[config.mk]
export PLATFORM = sky130hd
export DESIGN_NAME = sebs_top
export DESIGN_NICKNAME = d
export VERILOG_FILES = /design/src/core/sebs_pkg.sv /design/src/core/sebs_timer.sv /design/src/core/sebs_top.sv
export VERILOG_INCLUDE_DIRS = /design/src /design/src/core
export SDC_FILE = /design/constraint.sdc
export NUM_CORES = 1
export LEC_CHECK = 0
export BUFFER_PORTS_ARGS = -buffer_cell sky130_fd_sc_hd__buf_4
export CAP_MARGIN = 0
export CORE_MARGIN = 3
export CORE_UTILIZATION = 59
export CTS_BUF_LIST = sky130_fd_sc_hd__clkbuf_2
export CTS_CLUSTER_SIZE = 16
export DETAILED_ROUTE_END_ITERATION = 8
export PLACE_DENSITY = 0.92
export SYNTH_ARGS = -nofsm -noshare
export SYNTH_HDL_FRONTEND = slang
export SYNTH_SLANG_ARGS = --single-unit
[constraint.sdc]
create_clock -name clk_sys -period 3.6 [get_ports clk_sys]
set_input_delay 0.36 -clock clk_sys [delete_from_list [all_inputs] [get_ports clk_sys]]
set_output_delay 0.36 -clock clk_sys [all_outputs]
set_load 0.005 [all_outputs]
[src/core/sebs_cfg.svh]
// Constants for the servo enable and brake sequencer
// Functional notes
// - Ignore servo enable for 2 s after power-up
// - Power stage on, ready 20 ms later
// - Drive reset holds power stage off
// - Open estop: dynamic brake and warning flag
// - Resume at once when estop warning clears
// - DD1D selects brake interlock, drops zero speed
// - Programmable brake delay in milliseconds
// - Servo-off keeps lock for brake delay, then coasts
// - Alarm: power stage off, dynamic brake on
// - Servo-off without brake: power stage off, coast
`ifndef SEBS_CFG_SVH
`define SEBS_CFG_SVH

`define SEBS_CLK_MHZ        100
`define SEBS_MS_NS          1000000
`define SEBS_CLK_NS         10
`define SEBS_HOLDOFF_MS     2000
`define SEBS_READY_MS       20
`define SEBS_MS_CYC         (`SEBS_MS_NS / `SEBS_CLK_NS)
`define SEBS_HOLDOFF_CYC    (`SEBS_HOLDOFF_MS * `SEBS_MS_CYC)
`define SEBS_READY_CYC      (`SEBS_READY_MS * `SEBS_MS_CYC)

`define SEBS_ADDR_W         8
`define SEBS_OFF_FUNC_SEL   8'h00
`define SEBS_OFF_BRAKE_DLY  8'h04
`define SEBS_OFF_STATUS     8'h08
`define SEBS_OFF_IRQ_STAT   8'h0c
`define SEBS_OFF_IRQ_MASK   8'h10

`define SEBS_FUNC_MBR       16'hdd1d
`define SEBS_FUNC_SEL_RST   16'h0000
`define SEBS_BRAKE_DLY_RST  16'h0000
`define SEBS_IRQ_MASK_RST   4'h0

`define SEBS_IRQ_ESTOP      0
`define SEBS_IRQ_ALARM      1
`define SEBS_IRQ_READY      2
`define SEBS_IRQ_COAST      3
`define SEBS_IRQ_N          4

`define SEBS_STAT_BASE      3
`define SEBS_STAT_READY     4
`define SEBS_STAT_MBR       5
`define SEBS_STAT_DYN       6
`define SEBS_STAT_WARN      7
`define SEBS_STAT_ALARM     8

`endif

[src/core/sebs_pkg.sv]
// Types for the servo enable and brake sequencer
`default_nettype none
package sebs_pkg;
  typedef enum logic [2:0] {
    SEBS_ST_HOLDOFF,
    SEBS_ST_OFF,
    SEBS_ST_ARM,
    SEBS_ST_RUN,
    SEBS_ST_BRAKE
  } sebs_state_t;
endpackage
`default_nettype wire

[src/core/sebs_timer.sv]
// Loadable down counter with tick enable
`default_nettype none
module sebs_timer #(
  parameter int W = 28
) (
  input  wire logic         clk_sys,
  input  wire logic         arst_n,
  input  wire logic         load,
  input  wire logic [W-1:0] load_val,
  input  wire logic         tick,
  output logic              expired
);
  logic [W-1:0] cnt_reg;

  always_ff @(posedge clk_sys or negedge arst_n) begin
    if (!arst_n) begin
      cnt_reg <= '0;
    end else if (load) begin
      cnt_reg <= load_val;
    end else if (tick && cnt_reg != '0) begin
      cnt_reg <= cnt_reg - 1'b1;
    end
  end

  // A load in flight masks a stale zero
  assign expired = (cnt_reg == '0) && !load;
endmodule
`default_nettype wire

[src/core/sebs_top.sv]
// Servo enable, power stage and brake interlock sequencer
//
// The placing of the registers and the strobed register port were chosen for this implementation.
`include "sebs_cfg.svh"
`default_nettype none
module sebs_top #(
  parameter int HOLDOFF_CYC = `SEBS_HOLDOFF_CYC,
  parameter int READY_CYC   = `SEBS_READY_CYC,
  parameter int MS_CYC      = `SEBS_MS_CYC,
  parameter int TW          = 28,
  parameter int BDW         = 16
) (
  input  wire logic                   clk_sys,
  input  wire logic                   arst_n,
  input  wire logic                   servo_enable_in,
  input  wire logic                   drive_reset_in,
  input  wire logic                   estop_in,
  input  wire logic                   alarm_in,
  input  wire logic                   zero_speed_in,
  input  wire logic [`SEBS_ADDR_W-1:0] reg_addr,
  input  wire logic [31:0]            reg_wdata,
  input  wire logic                   reg_wr,
  input  wire logic                   reg_rd,
  output logic      [31:0]            reg_rdata,
  output logic                        base_enable_out,
  output logic                        ready_out,
  output logic                        dyn_brake_out,
  output logic                        estop_warning,
  output logic                        brake_interlock_out,
  output logic                        zero_speed_out,
  output logic                        irq
);
  localparam logic [TW-1:0] HOLD_LD  = TW'(HOLDOFF_CYC);
  localparam logic [TW-1:0] READY_LD = TW'(READY_CYC);
  localparam logic [TW-1:0] MS_LD    = TW'(MS_CYC - 1);

  sebs_pkg::sebs_state_t st_reg;
  sebs_pkg::sebs_state_t st_next;

  logic [15:0]            func_sel_reg;
  logic [BDW-1:0]         brake_dly_reg;
  logic [`SEBS_IRQ_N-1:0] irq_stat_reg;
  logic [`SEBS_IRQ_N-1:0] irq_mask_reg;
  logic [`SEBS_IRQ_N-1:0] irq_ev;
  logic [TW-1:0]          pre_reg;
  logic [TW-1:0]          t_val;
  logic                   t_load;
  logic                   t_tick;
  logic                   t_exp;
  logic                   ms_tick;
  logic                   hold_loaded_reg;
  logic                   mbr_sel;
  logic                   fault;
  logic                   base_next;
  logic                   ready_next;
  logic                   mbr_next;
  logic                   base_reg;
  logic                   ready_reg;
  logic                   dyn_reg;
  logic                   warn_reg;
  logic                   mbr_reg;
  logic                   zsp_reg;
  logic                   alarm_reg;

  // Selection is live at once; no power cycle needed here
  assign mbr_sel = (func_sel_reg == `SEBS_FUNC_MBR);
  // Estop is active when the input is open
  assign fault = alarm_in || !estop_in || drive_reset_in;

  // Millisecond prescaler, restarted when the brake delay starts
  always_ff @(posedge clk_sys or negedge arst_n) begin
    if (!arst_n) begin
      pre_reg <= '0;
    end else if (t_load || pre_reg == '0) begin
      pre_reg <= MS_LD;
    end else begin
      pre_reg <= pre_reg - 1'b1;
    end
  end
  assign ms_tick = (pre_reg == '0) && !t_load;

  // Brake delay counts milliseconds, everything else counts cycles
  assign t_tick = (st_reg == sebs_pkg::SEBS_ST_BRAKE) ? ms_tick : 1'b1;

  sebs_timer #(
    .W (TW)
  ) u_timer (
    .clk_sys  (clk_sys),
    .arst_n   (arst_n),
    .load     (t_load),
    .load_val (t_val),
    .tick     (t_tick),
    .expired  (t_exp)
  );

  always_comb begin
    st_next = st_reg;
    t_load  = 1'b0;
    t_val   = '0;
    unique case (st_reg)
      sebs_pkg::SEBS_ST_HOLDOFF: begin
        if (!hold_loaded_reg) begin
          t_load = 1'b1;
          t_val  = HOLD_LD;
        end else if (t_exp) begin
          st_next = sebs_pkg::SEBS_ST_OFF;
        end
      end
      sebs_pkg::SEBS_ST_OFF: begin
        // Run commands left on during estop restart the motor here
        if (servo_enable_in && !fault) begin
          st_next = sebs_pkg::SEBS_ST_ARM;
          t_load  = 1'b1;
          t_val   = READY_LD;
        end
      end
      sebs_pkg::SEBS_ST_ARM: begin
        if (fault || !servo_enable_in) begin
          st_next = sebs_pkg::SEBS_ST_OFF;
        end else if (t_exp) begin
          st_next = sebs_pkg::SEBS_ST_RUN;
        end
      end
      sebs_pkg::SEBS_ST_RUN: begin
        if (fault) begin
          st_next = sebs_pkg::SEBS_ST_OFF;
        end else if (!servo_enable_in && mbr_sel) begin
          st_next = sebs_pkg::SEBS_ST_BRAKE;
          t_load  = 1'b1;
          t_val   = TW'(brake_dly_reg);
        end else if (!servo_enable_in) begin
          st_next = sebs_pkg::SEBS_ST_OFF;
        end
      end
      sebs_pkg::SEBS_ST_BRAKE: begin
        // Servo enable returning mid delay still ends in a coast
        if (fault || t_exp) begin
          st_next = sebs_pkg::SEBS_ST_OFF;
        end
      end
    endcase
  end

  always_ff @(posedge clk_sys or negedge arst_n) begin
    if (!arst_n) begin
      st_reg          <= sebs_pkg::SEBS_ST_HOLDOFF;
      hold_loaded_reg <= 1'b0;
    end else begin
      st_reg <= st_next;
      if (st_reg == sebs_pkg::SEBS_ST_HOLDOFF) begin
        hold_loaded_reg <= 1'b1;
      end
    end
  end

  assign base_next  = (st_next == sebs_pkg::SEBS_ST_ARM) || (st_next == sebs_pkg::SEBS_ST_RUN)
                      || (st_next == sebs_pkg::SEBS_ST_BRAKE);
  assign ready_next = (st_next == sebs_pkg::SEBS_ST_RUN);
  // Brake released only while fully locked; drops first at servo-off
  assign mbr_next   = mbr_sel && (st_next == sebs_pkg::SEBS_ST_RUN);

  always_ff @(posedge clk_sys or negedge arst_n) begin
    if (!arst_n) begin
      base_reg  <= 1'b0;
      ready_reg <= 1'b0;
      mbr_reg   <= 1'b0;
      zsp_reg   <= 1'b0;
      dyn_reg   <= 1'b0;
      warn_reg  <= 1'b0;
      alarm_reg <= 1'b0;
    end else begin
      base_reg  <= base_next;
      ready_reg <= ready_next;
      mbr_reg   <= mbr_next;
      zsp_reg   <= !mbr_sel && zero_speed_in;
      dyn_reg   <= alarm_in || !estop_in;
      warn_reg  <= !estop_in;
      alarm_reg <= alarm_in;
    end
  end

  assign base_enable_out     = base_reg;
  assign ready_out           = ready_reg;
  assign brake_interlock_out = mbr_reg;
  assign zero_speed_out      = zsp_reg;
  assign dyn_brake_out       = dyn_reg;
  assign estop_warning       = warn_reg;

  // Interrupt sources, one cycle each
  assign irq_ev[`SEBS_IRQ_ESTOP] = !estop_in && !warn_reg;
  assign irq_ev[`SEBS_IRQ_ALARM] = alarm_in && !alarm_reg;
  assign irq_ev[`SEBS_IRQ_READY] = ready_next && !ready_reg;
  assign irq_ev[`SEBS_IRQ_COAST] = !base_next && base_reg;

  always_ff @(posedge clk_sys or negedge arst_n) begin
    if (!arst_n) begin
      func_sel_reg  <= `SEBS_FUNC_SEL_RST;
      brake_dly_reg <= BDW'(`SEBS_BRAKE_DLY_RST);
      irq_mask_reg  <= `SEBS_IRQ_MASK_RST;
    end else if (reg_wr) begin
      if (reg_addr == `SEBS_OFF_FUNC_SEL) begin
        func_sel_reg <= reg_wdata[15:0];
      end
      if (reg_addr == `SEBS_OFF_BRAKE_DLY) begin
        brake_dly_reg <= reg_wdata[BDW-1:0];
      end
      if (reg_addr == `SEBS_OFF_IRQ_MASK) begin
        irq_mask_reg <= reg_wdata[`SEBS_IRQ_N-1:0];
      end
    end
  end

  // A new event beats a write-one clear in the same cycle
  always_ff @(posedge clk_sys or negedge arst_n) begin
    if (!arst_n) begin
      irq_stat_reg <= '0;
    end else if (reg_wr && reg_addr == `SEBS_OFF_IRQ_STAT) begin
      irq_stat_reg <= (irq_stat_reg & ~reg_wdata[`SEBS_IRQ_N-1:0]) | irq_ev;
    end else begin
      irq_stat_reg <= irq_stat_reg | irq_ev;
    end
  end

  assign irq = |(irq_stat_reg & irq_mask_reg);

  always_ff @(posedge clk_sys or negedge arst_n) begin
    if (!arst_n) begin
      reg_rdata <= '0;
    end else if (reg_rd) begin
      unique case (reg_addr)
        `SEBS_OFF_FUNC_SEL:  reg_rdata <= {16'h0000, func_sel_reg};
        `SEBS_OFF_BRAKE_DLY: reg_rdata <= 32'(brake_dly_reg);
        `SEBS_OFF_STATUS: begin
          reg_rdata <= {23'h000000, alarm_reg, warn_reg, dyn_reg, mbr_reg,
                        ready_reg, base_reg, st_reg};
        end
        `SEBS_OFF_IRQ_STAT:  reg_rdata <= 32'(irq_stat_reg);
        `SEBS_OFF_IRQ_MASK:  reg_rdata <= 32'(irq_mask_reg);
        default:             reg_rdata <= '0;
      endcase
    end else begin
      reg_rdata <= '0;
    end
  end

  // Checks
  logic [TW-1:0] on_cnt_reg;
  always_ff @(posedge clk_sys or negedge arst_n) begin
    if (!arst_n) begin
      on_cnt_reg <= '0;
    end else begin
      on_cnt_reg <= base_reg ? on_cnt_reg + 1'b1 : '0;
    end
  end
endmodule
`default_nettype wire

# --- Word level (Yosys, flattened, before mapping) ---
# Cells that the tools add are included.
word_totals:
  regBits: 139
  latch_bits: 0
  ramBits: 0
  mem_bits_ro: 0
  memories: 0
classes:
  addsub: 2
  n_mul: 0
  n_div: 0
  order_cmp: 0
  eq_ne: 12
  shift: 0
  muxes: 27
  n_bitwise: 5
  reduce_logical: 38
op_table:
  columns: ["cell", "count"]
  rows:
  - ["2-to-1 mux 28 bit", 4]
  - ["case mux 28 bit (3 select lines)", 1]
  - ["case mux 16 bit (5 select lines)", 1]
  - ["zero test 28 bit", 2]
  - ["subtractor 28 x 1 -> 28 bit (second input constant)", 2]
  - ["2-to-1 mux 16 bit", 2]
  - ["2-to-1 mux 32 bit", 1]
  - ["nonzero test 28 bit", 1]
  - ["2-to-1 mux 3 bit", 9]
  - ["2-to-1 mux 21 bit", 1]
  - ["== test 16 bit (second input constant)", 1]
  - ["== test 8 x 4 -> 1 bit (second input constant)", 2]
  - ["case mux 3 bit (5 select lines)", 1]
  - ["== test 3 x 2 -> 1 bit (second input constant)", 4]
  - ["logical AND 1 bit", 12]
  - ["zero test 1 bit", 9]
  - ["bitwise AND 4 bit", 2]
  - ["== test 8 x 3 -> 1 bit (second input constant)", 1]
  - ["== test 8 x 5 -> 1 bit (second input constant)", 1]
  - ["zero test 8 bit", 1]
  - ["OR 4 bit", 2]
  - ["logical OR 1 bit", 7]
  - ["== test 3 bit (second input constant)", 2]
  - ["AND reduction 2 bit", 3]
  - ["other kinds (8)", 12]

# --- Depth between registers and ports, before layout ---
logic_depth:
  depth_word: 19
  ltp_mapped: 10
  depth_no_buf: 8

# --- By module ---
# From an unflattened synthesis, not the netlist that was laid out.
unflattened:
  hier_cells: 651
  area_unflattened_um2: 6506.2
by_module_without_submodules:
  columns: ["mod", "n_inst", "cells_each", "area_per_inst_um2", "seq_area_each_um2"]
  rows:
  - ["sebs_top", 1, 420, 4599.4, 2377.3]
  - ["sebs_timer", 1, 231, 1906.8, 700.7]

# --- Worst setup path after synthesis ---
# Ideal clock, no wire load.
synth_timing:
  path_kind: "register to register"
  startpoint: "register pre_reg[14]"
  endpoint: "register u_timer.cnt_reg[27]"
  arrival_ns: 2.402
  path_slack_ns: 1.062
  path_stages_with_launch: 9
  path_buffers: 2
  path_cell_list: "dfrtp_1 > or4_4 > or4_1 > o31a_1 > buf_6 > or2_1 > clkbuf_2 > o31ai_1 > a21oi_1"
synth_between:
  elab_chain_len: 5
synth_lines:
  columns: ["item", "line_no", "rtl"]
  rows:
  - ["start, declared", "sebs_top.sv:45", "logic [TW-1:0] pre_reg;"]
  - ["start signal, assigned", "sebs_top.sv:77", "pre_reg <= pre_reg - 1'b1;"]
  - ["zero test 28 bit", "sebs_top.sv:80", "assign ms_tick = (pre_reg == '0) && !t_load;"]
  - ["logical AND 1 bit", "sebs_top.sv:80", null]
  - ["2-to-1 mux 1 bit", "sebs_top.sv:83", "assign t_tick = (st_reg == sebs_pkg::SEBS_ST_BRAKE) ? ms_tick : 1'b1;"]
  - ["logical AND 1 bit", "sebs_timer.sv:20", "end else if (tick && cnt_reg != '0) begin"]
  - ["nonzero test 2 bit (no source line)", null, null]
  - ["end signal, assigned", "sebs_timer.sv:19", "cnt_reg <= load_val;"]
  - ["end signal, assigned", "sebs_timer.sv:21", "cnt_reg <= cnt_reg - 1'b1;"]
  - ["end, declared", "sebs_timer.sv:13", "logic [W-1:0] cnt_reg;"]
# Every way passes these cells.
# A chain may end at the register's enable or synchronous reset.

# --- Final worst setup path ---
layout_timing:
  startpoint: "register pre_reg[12]"
  endpoint: "register u_timer.cnt_reg[10]"
# Same word-level chain as after synthesis.

==> impl_metrics.py <==
metrics = {
    "status": {
        "status": "completed",
    },
    "timing": {
        "tightestPinTransition_ns": 1.09,
        "rsz0062_at_grt": "false",
        "slew_headroom_pct": 26.9,
        "period_share_pct": 92.2,
        "timing.fmax_mhz": 301,
        "fin_skew_ns": 0.0524,
        "tns_ns": 0,
        "finalHoldViolCount": 0,
        "setup_viol": 0,
        "slew_viol_final": 0,
        "finalCriticalPeriod_ns": 3.32,
    },
    "floorplanning": {
        "ios": 88,
        "core_sq_um": 9950,
        "die_h_um": 108,
        "fp-row-count": 36,
        "fp.dieW_um": 108,
        "start_util_pct": 61.8,
        "dieArea_sq_um": 11700,
    },
    "critical_path": {
        "worstPathRequired_ns": 4.28,
        "worstSetupStartpointType": "flip-flop",
        "rrSetupSlack_ns": 0.28,
        "critPathArrivalTime_ns": 3.99,
        "r2r-start": "pre_reg[12]$_DFF_PN0_",
        "reg2regPathDepth": 6,
        "critical_path.max_fanout": 13,
        "rr_endpoint": "u_timer.cnt_reg[10]$_DFFE_PN0P_",
        "criticalPathCategory": "reg2reg",
        "worstSetupEndpointType": "flip-flop",
    },
    "global_route": {
        "grt_usage_pct": 30.1,
        "grt_pass1_wl_um": 27000,
        "antenna_found_initial": 0,
        "overflow": 0,
        "grt_max_degree": 76,
        "first_global_vias": 5511,
    },
    "job": {
        "maxCapViolations": 0,
    },
    "worst_hold_path": {
        "hold_path.class": "in2reg",
        "worstHoldStart": "servo_enable_in",
        "hold_depth": 3,
        "hold_path_end": "st_reg[1]$_DFF_PN0_",
    },
    "cts": {
        "cts_tree": "yes",
        "cts_max_path_buffers": 2,
        "cts-root-buf": "clkbuf_2",
        "clock_latency_ns": 0.76,
        "ctsResizeCount": 0,
        "htree_levels": 4,
        "clkSinkCount": 123,
        "numCtsBuffers": 17,
        "clk_pin_slew_ns": 0.21,
    },
    "finish": {
        "stdcell_area_sq_um": 7110,
        "syn_to_final_growth_pct": 15.6,
        "antennaDiodeCount": 0,
        "nNetsFinal": 743,
        "fill_cells": 630,
        "drive_above_1_share_pct": 22.9,
    },
    "pwr": {
        "netSwitchingPower_w": 0.00111,
        "power.leakage_nw": 3.20,
        "swShare_pct": 34.7,
        "peakVddDrop_uv": 218,
        "p_comb_share_pct": 19.4,
        "power_frac_clock_pct": 25.3,
        "power_density_nw_per_um2": 452,
        "p_total_w": 0.00322,
        "seq_power_share_pct": 55.3,
        "intPower_w": 0.00210,
    },
    "logic_synthesis": {
        "synthMuxAreaShare_pct": 6.93,
        "syn_area_sq_um": 6150,
        "yosysWarnings": 0,
        "synth_ff_type": "dfrtp_1",
        "synth_compound_area_share_pct": 13.3,
        "syn_inst": 607,
        "yosysUniqueCellTypes": 65,
        "synth-edff-count": 0,
        "synth_area_per_cell_sq_um": 10.1,
        "ys_ff_latch": 123,
        "async_flop_share_pct": 100,
        "synth_xor_area_share_pct": 4.27,
        "synth-simple-area-share_pct": 20.3,
        "synth_top_family_by_area": "simple AND/OR/NAND/NOR gates",
        "synth_adder_area_share_pct": 0.610,
        "synth_seq_area_share_pct": 50.0,
    },
    "routing": {
        "drtIter0Drc": 707,
        "vias_per_cell": 6.44,
        "num_vias": 5391,
        "routedWlPerCell_um": 20.0,
        "wl_um": 16700,
        "drc": 0,
        "first_pass_iters": 7,
        "ant_nets": 0,
    },
    "placement": {
        "port-buffer-count": 55,
        "place_congestion": 0.897,
        "placed_area_sq_um": 6690,
        "dp_hpwl_um": 10500,
    },
}
-- per-layer routing --
layer,wire length (um),vias to the layer above,global-route usage (%),share of wire (%)
met1,5980,2582,35.0,36
met3,1460,96,7.28,8.8
met5,0,-,0,0
met4,856,0,17.9,5.1
li1,-,2353,-,-
met2,8400,360,50.5,50
-- cells by family after synthesis --
family          count (synthesis)
compound gates                129
flops                         123
xor+xnor                       30
mux                            38
buf+inv                        52
fa+ha+maj                       3
other cells                     1
simple gates                  231
-- power by group through the flow --
stage | clock network, W | logic, W | registers (W)
2_1_floorplan | 0 | 0.000442 | 0.00173
3_3_place_gp | 0 | 0.000549 | 0.00176
3_5_place_dp | 0 | 0.000590 | 0.00178
4_1_cts | 0.000800 | 0.000611 | 0.00176
5_1_grt | 0.000876 | 0.000695 | 0.00180
6_report | 0.000814 | 0.000625 | 0.00178
-- cell type report --
type | count | area, sq um | share of cell area [%]
clock buffer | 17 | 85.1 | 1.20
clock inverter | 15 | 126 | 1.78
inverter | 11 | 41.3 | 0.581
multi-input combinational | 447 | 2880 | 40.5
sequential | 123 | 3080 | 43.3
tap | 133 | 166 | 2.34
timing repair buffer | 91 | 736 | 10.3
-- cells in the final DEF (no fill, tap or decap), drive strengths merged, types with 4 or more instances in the layout --
cell           n
and3           4
a221oi         4
or4            7
mux2          37
nand4          7
xnor2         22
a22oi         18
conb          16
or3           14
o21ai         35
clkinvlp       4
nand3         10
a21oi         33
clkbuf        17
o31ai          7
inv           12
buf           70
nor3          19
dlygate4sd3   21
a31oi          9
dfrtp        123
nand2         53
nor4          21
nand3b         5
xor2           8
nor2          60
clkinv         9
or2            8
-- critical path: stages (launching register included) --
cell	delay (ns)
dfrtp_1	0.48
or4_4	0.55
or4_1	0.43
o31a_1	0.33
o21ai_1	0.85
o21ai_0	0.33
a2bb2oi_1	0.30
-- Yosys cell counts (7+ instances only) --
cell	n	area share, %
nand3_1	10	0.81
xnor2_1	22	3.1
nor2_1	59	3.6
dfrtp_1	123	50
nor3_1	18	1.5
a21oi_1	33	2.7
or2_2	7	0.71
mux2_2	37	6.8
o21ai_0	28	2.3
o21ai_1	7	0.57
nor4_1	16	1.6
or3_1	14	1.4
nand4_1	7	0.71
clkbuf_1	20	1.2
o31ai_1	7	0.85
a31oi_1	9	0.91
xor2_1	8	1.1
buf_4	16	2.0
inv_1	11	0.67
a22oi_1	18	2.2
nand2_1	53	3.2
-- how the worst max path moves through the flow --
stage / from / endpoint / slack (ns) / cells after the start
2_1_floorplan: pre_reg[14]$_DFF_PN0_ / u_timer.cnt_reg[27]$_DFFE_PN0P_ / 1.06 / 8
3_3_place_gp: pre_reg[14]$_DFF_PN0_ / u_timer.cnt_reg[10]$_DFFE_PN0P_ / 0.66 / 6
3_5_place_dp: pre_reg[14]$_DFF_PN0_ / u_timer.cnt_reg[10]$_DFFE_PN0P_ / 0.47 / 6
4_1_cts: pre_reg[14]$_DFF_PN0_ / u_timer.cnt_reg[10]$_DFFE_PN0P_ / 0.43 / 6
5_1_grt: pre_reg[14]$_DFF_PN0_ / u_timer.cnt_reg[10]$_DFFE_PN0P_ / 0.11 / 6
6_report: pre_reg[12]$_DFF_PN0_ / u_timer.cnt_reg[10]$_DFFE_PN0P_ / 0.28 / 6
-- what timing repair did --
| item | CTS | global route |
|---|---|---|
| hold buffers | 21 | 0 |
| buffers inserted | 0 | 0 |
| hold endpoints to repair | 119 | 0 |
-- per-stage QoR --
step	hold slack (ns)	utilization (%)	std cells	setup WS, ns
2_1_floorplan	0.0644	-	622	1.06
3_3_place_gp	0.444	67.2	784	0.662
3_5_place_dp	0.479	67.2	784	0.470
4_1_cts	0.0210	71.4	837	0.428
5_1_grt	0.0242	71.4	837	0.106
6_report	0.0528	71.4	837	0.280
Power figures use the tool's default switching activity.
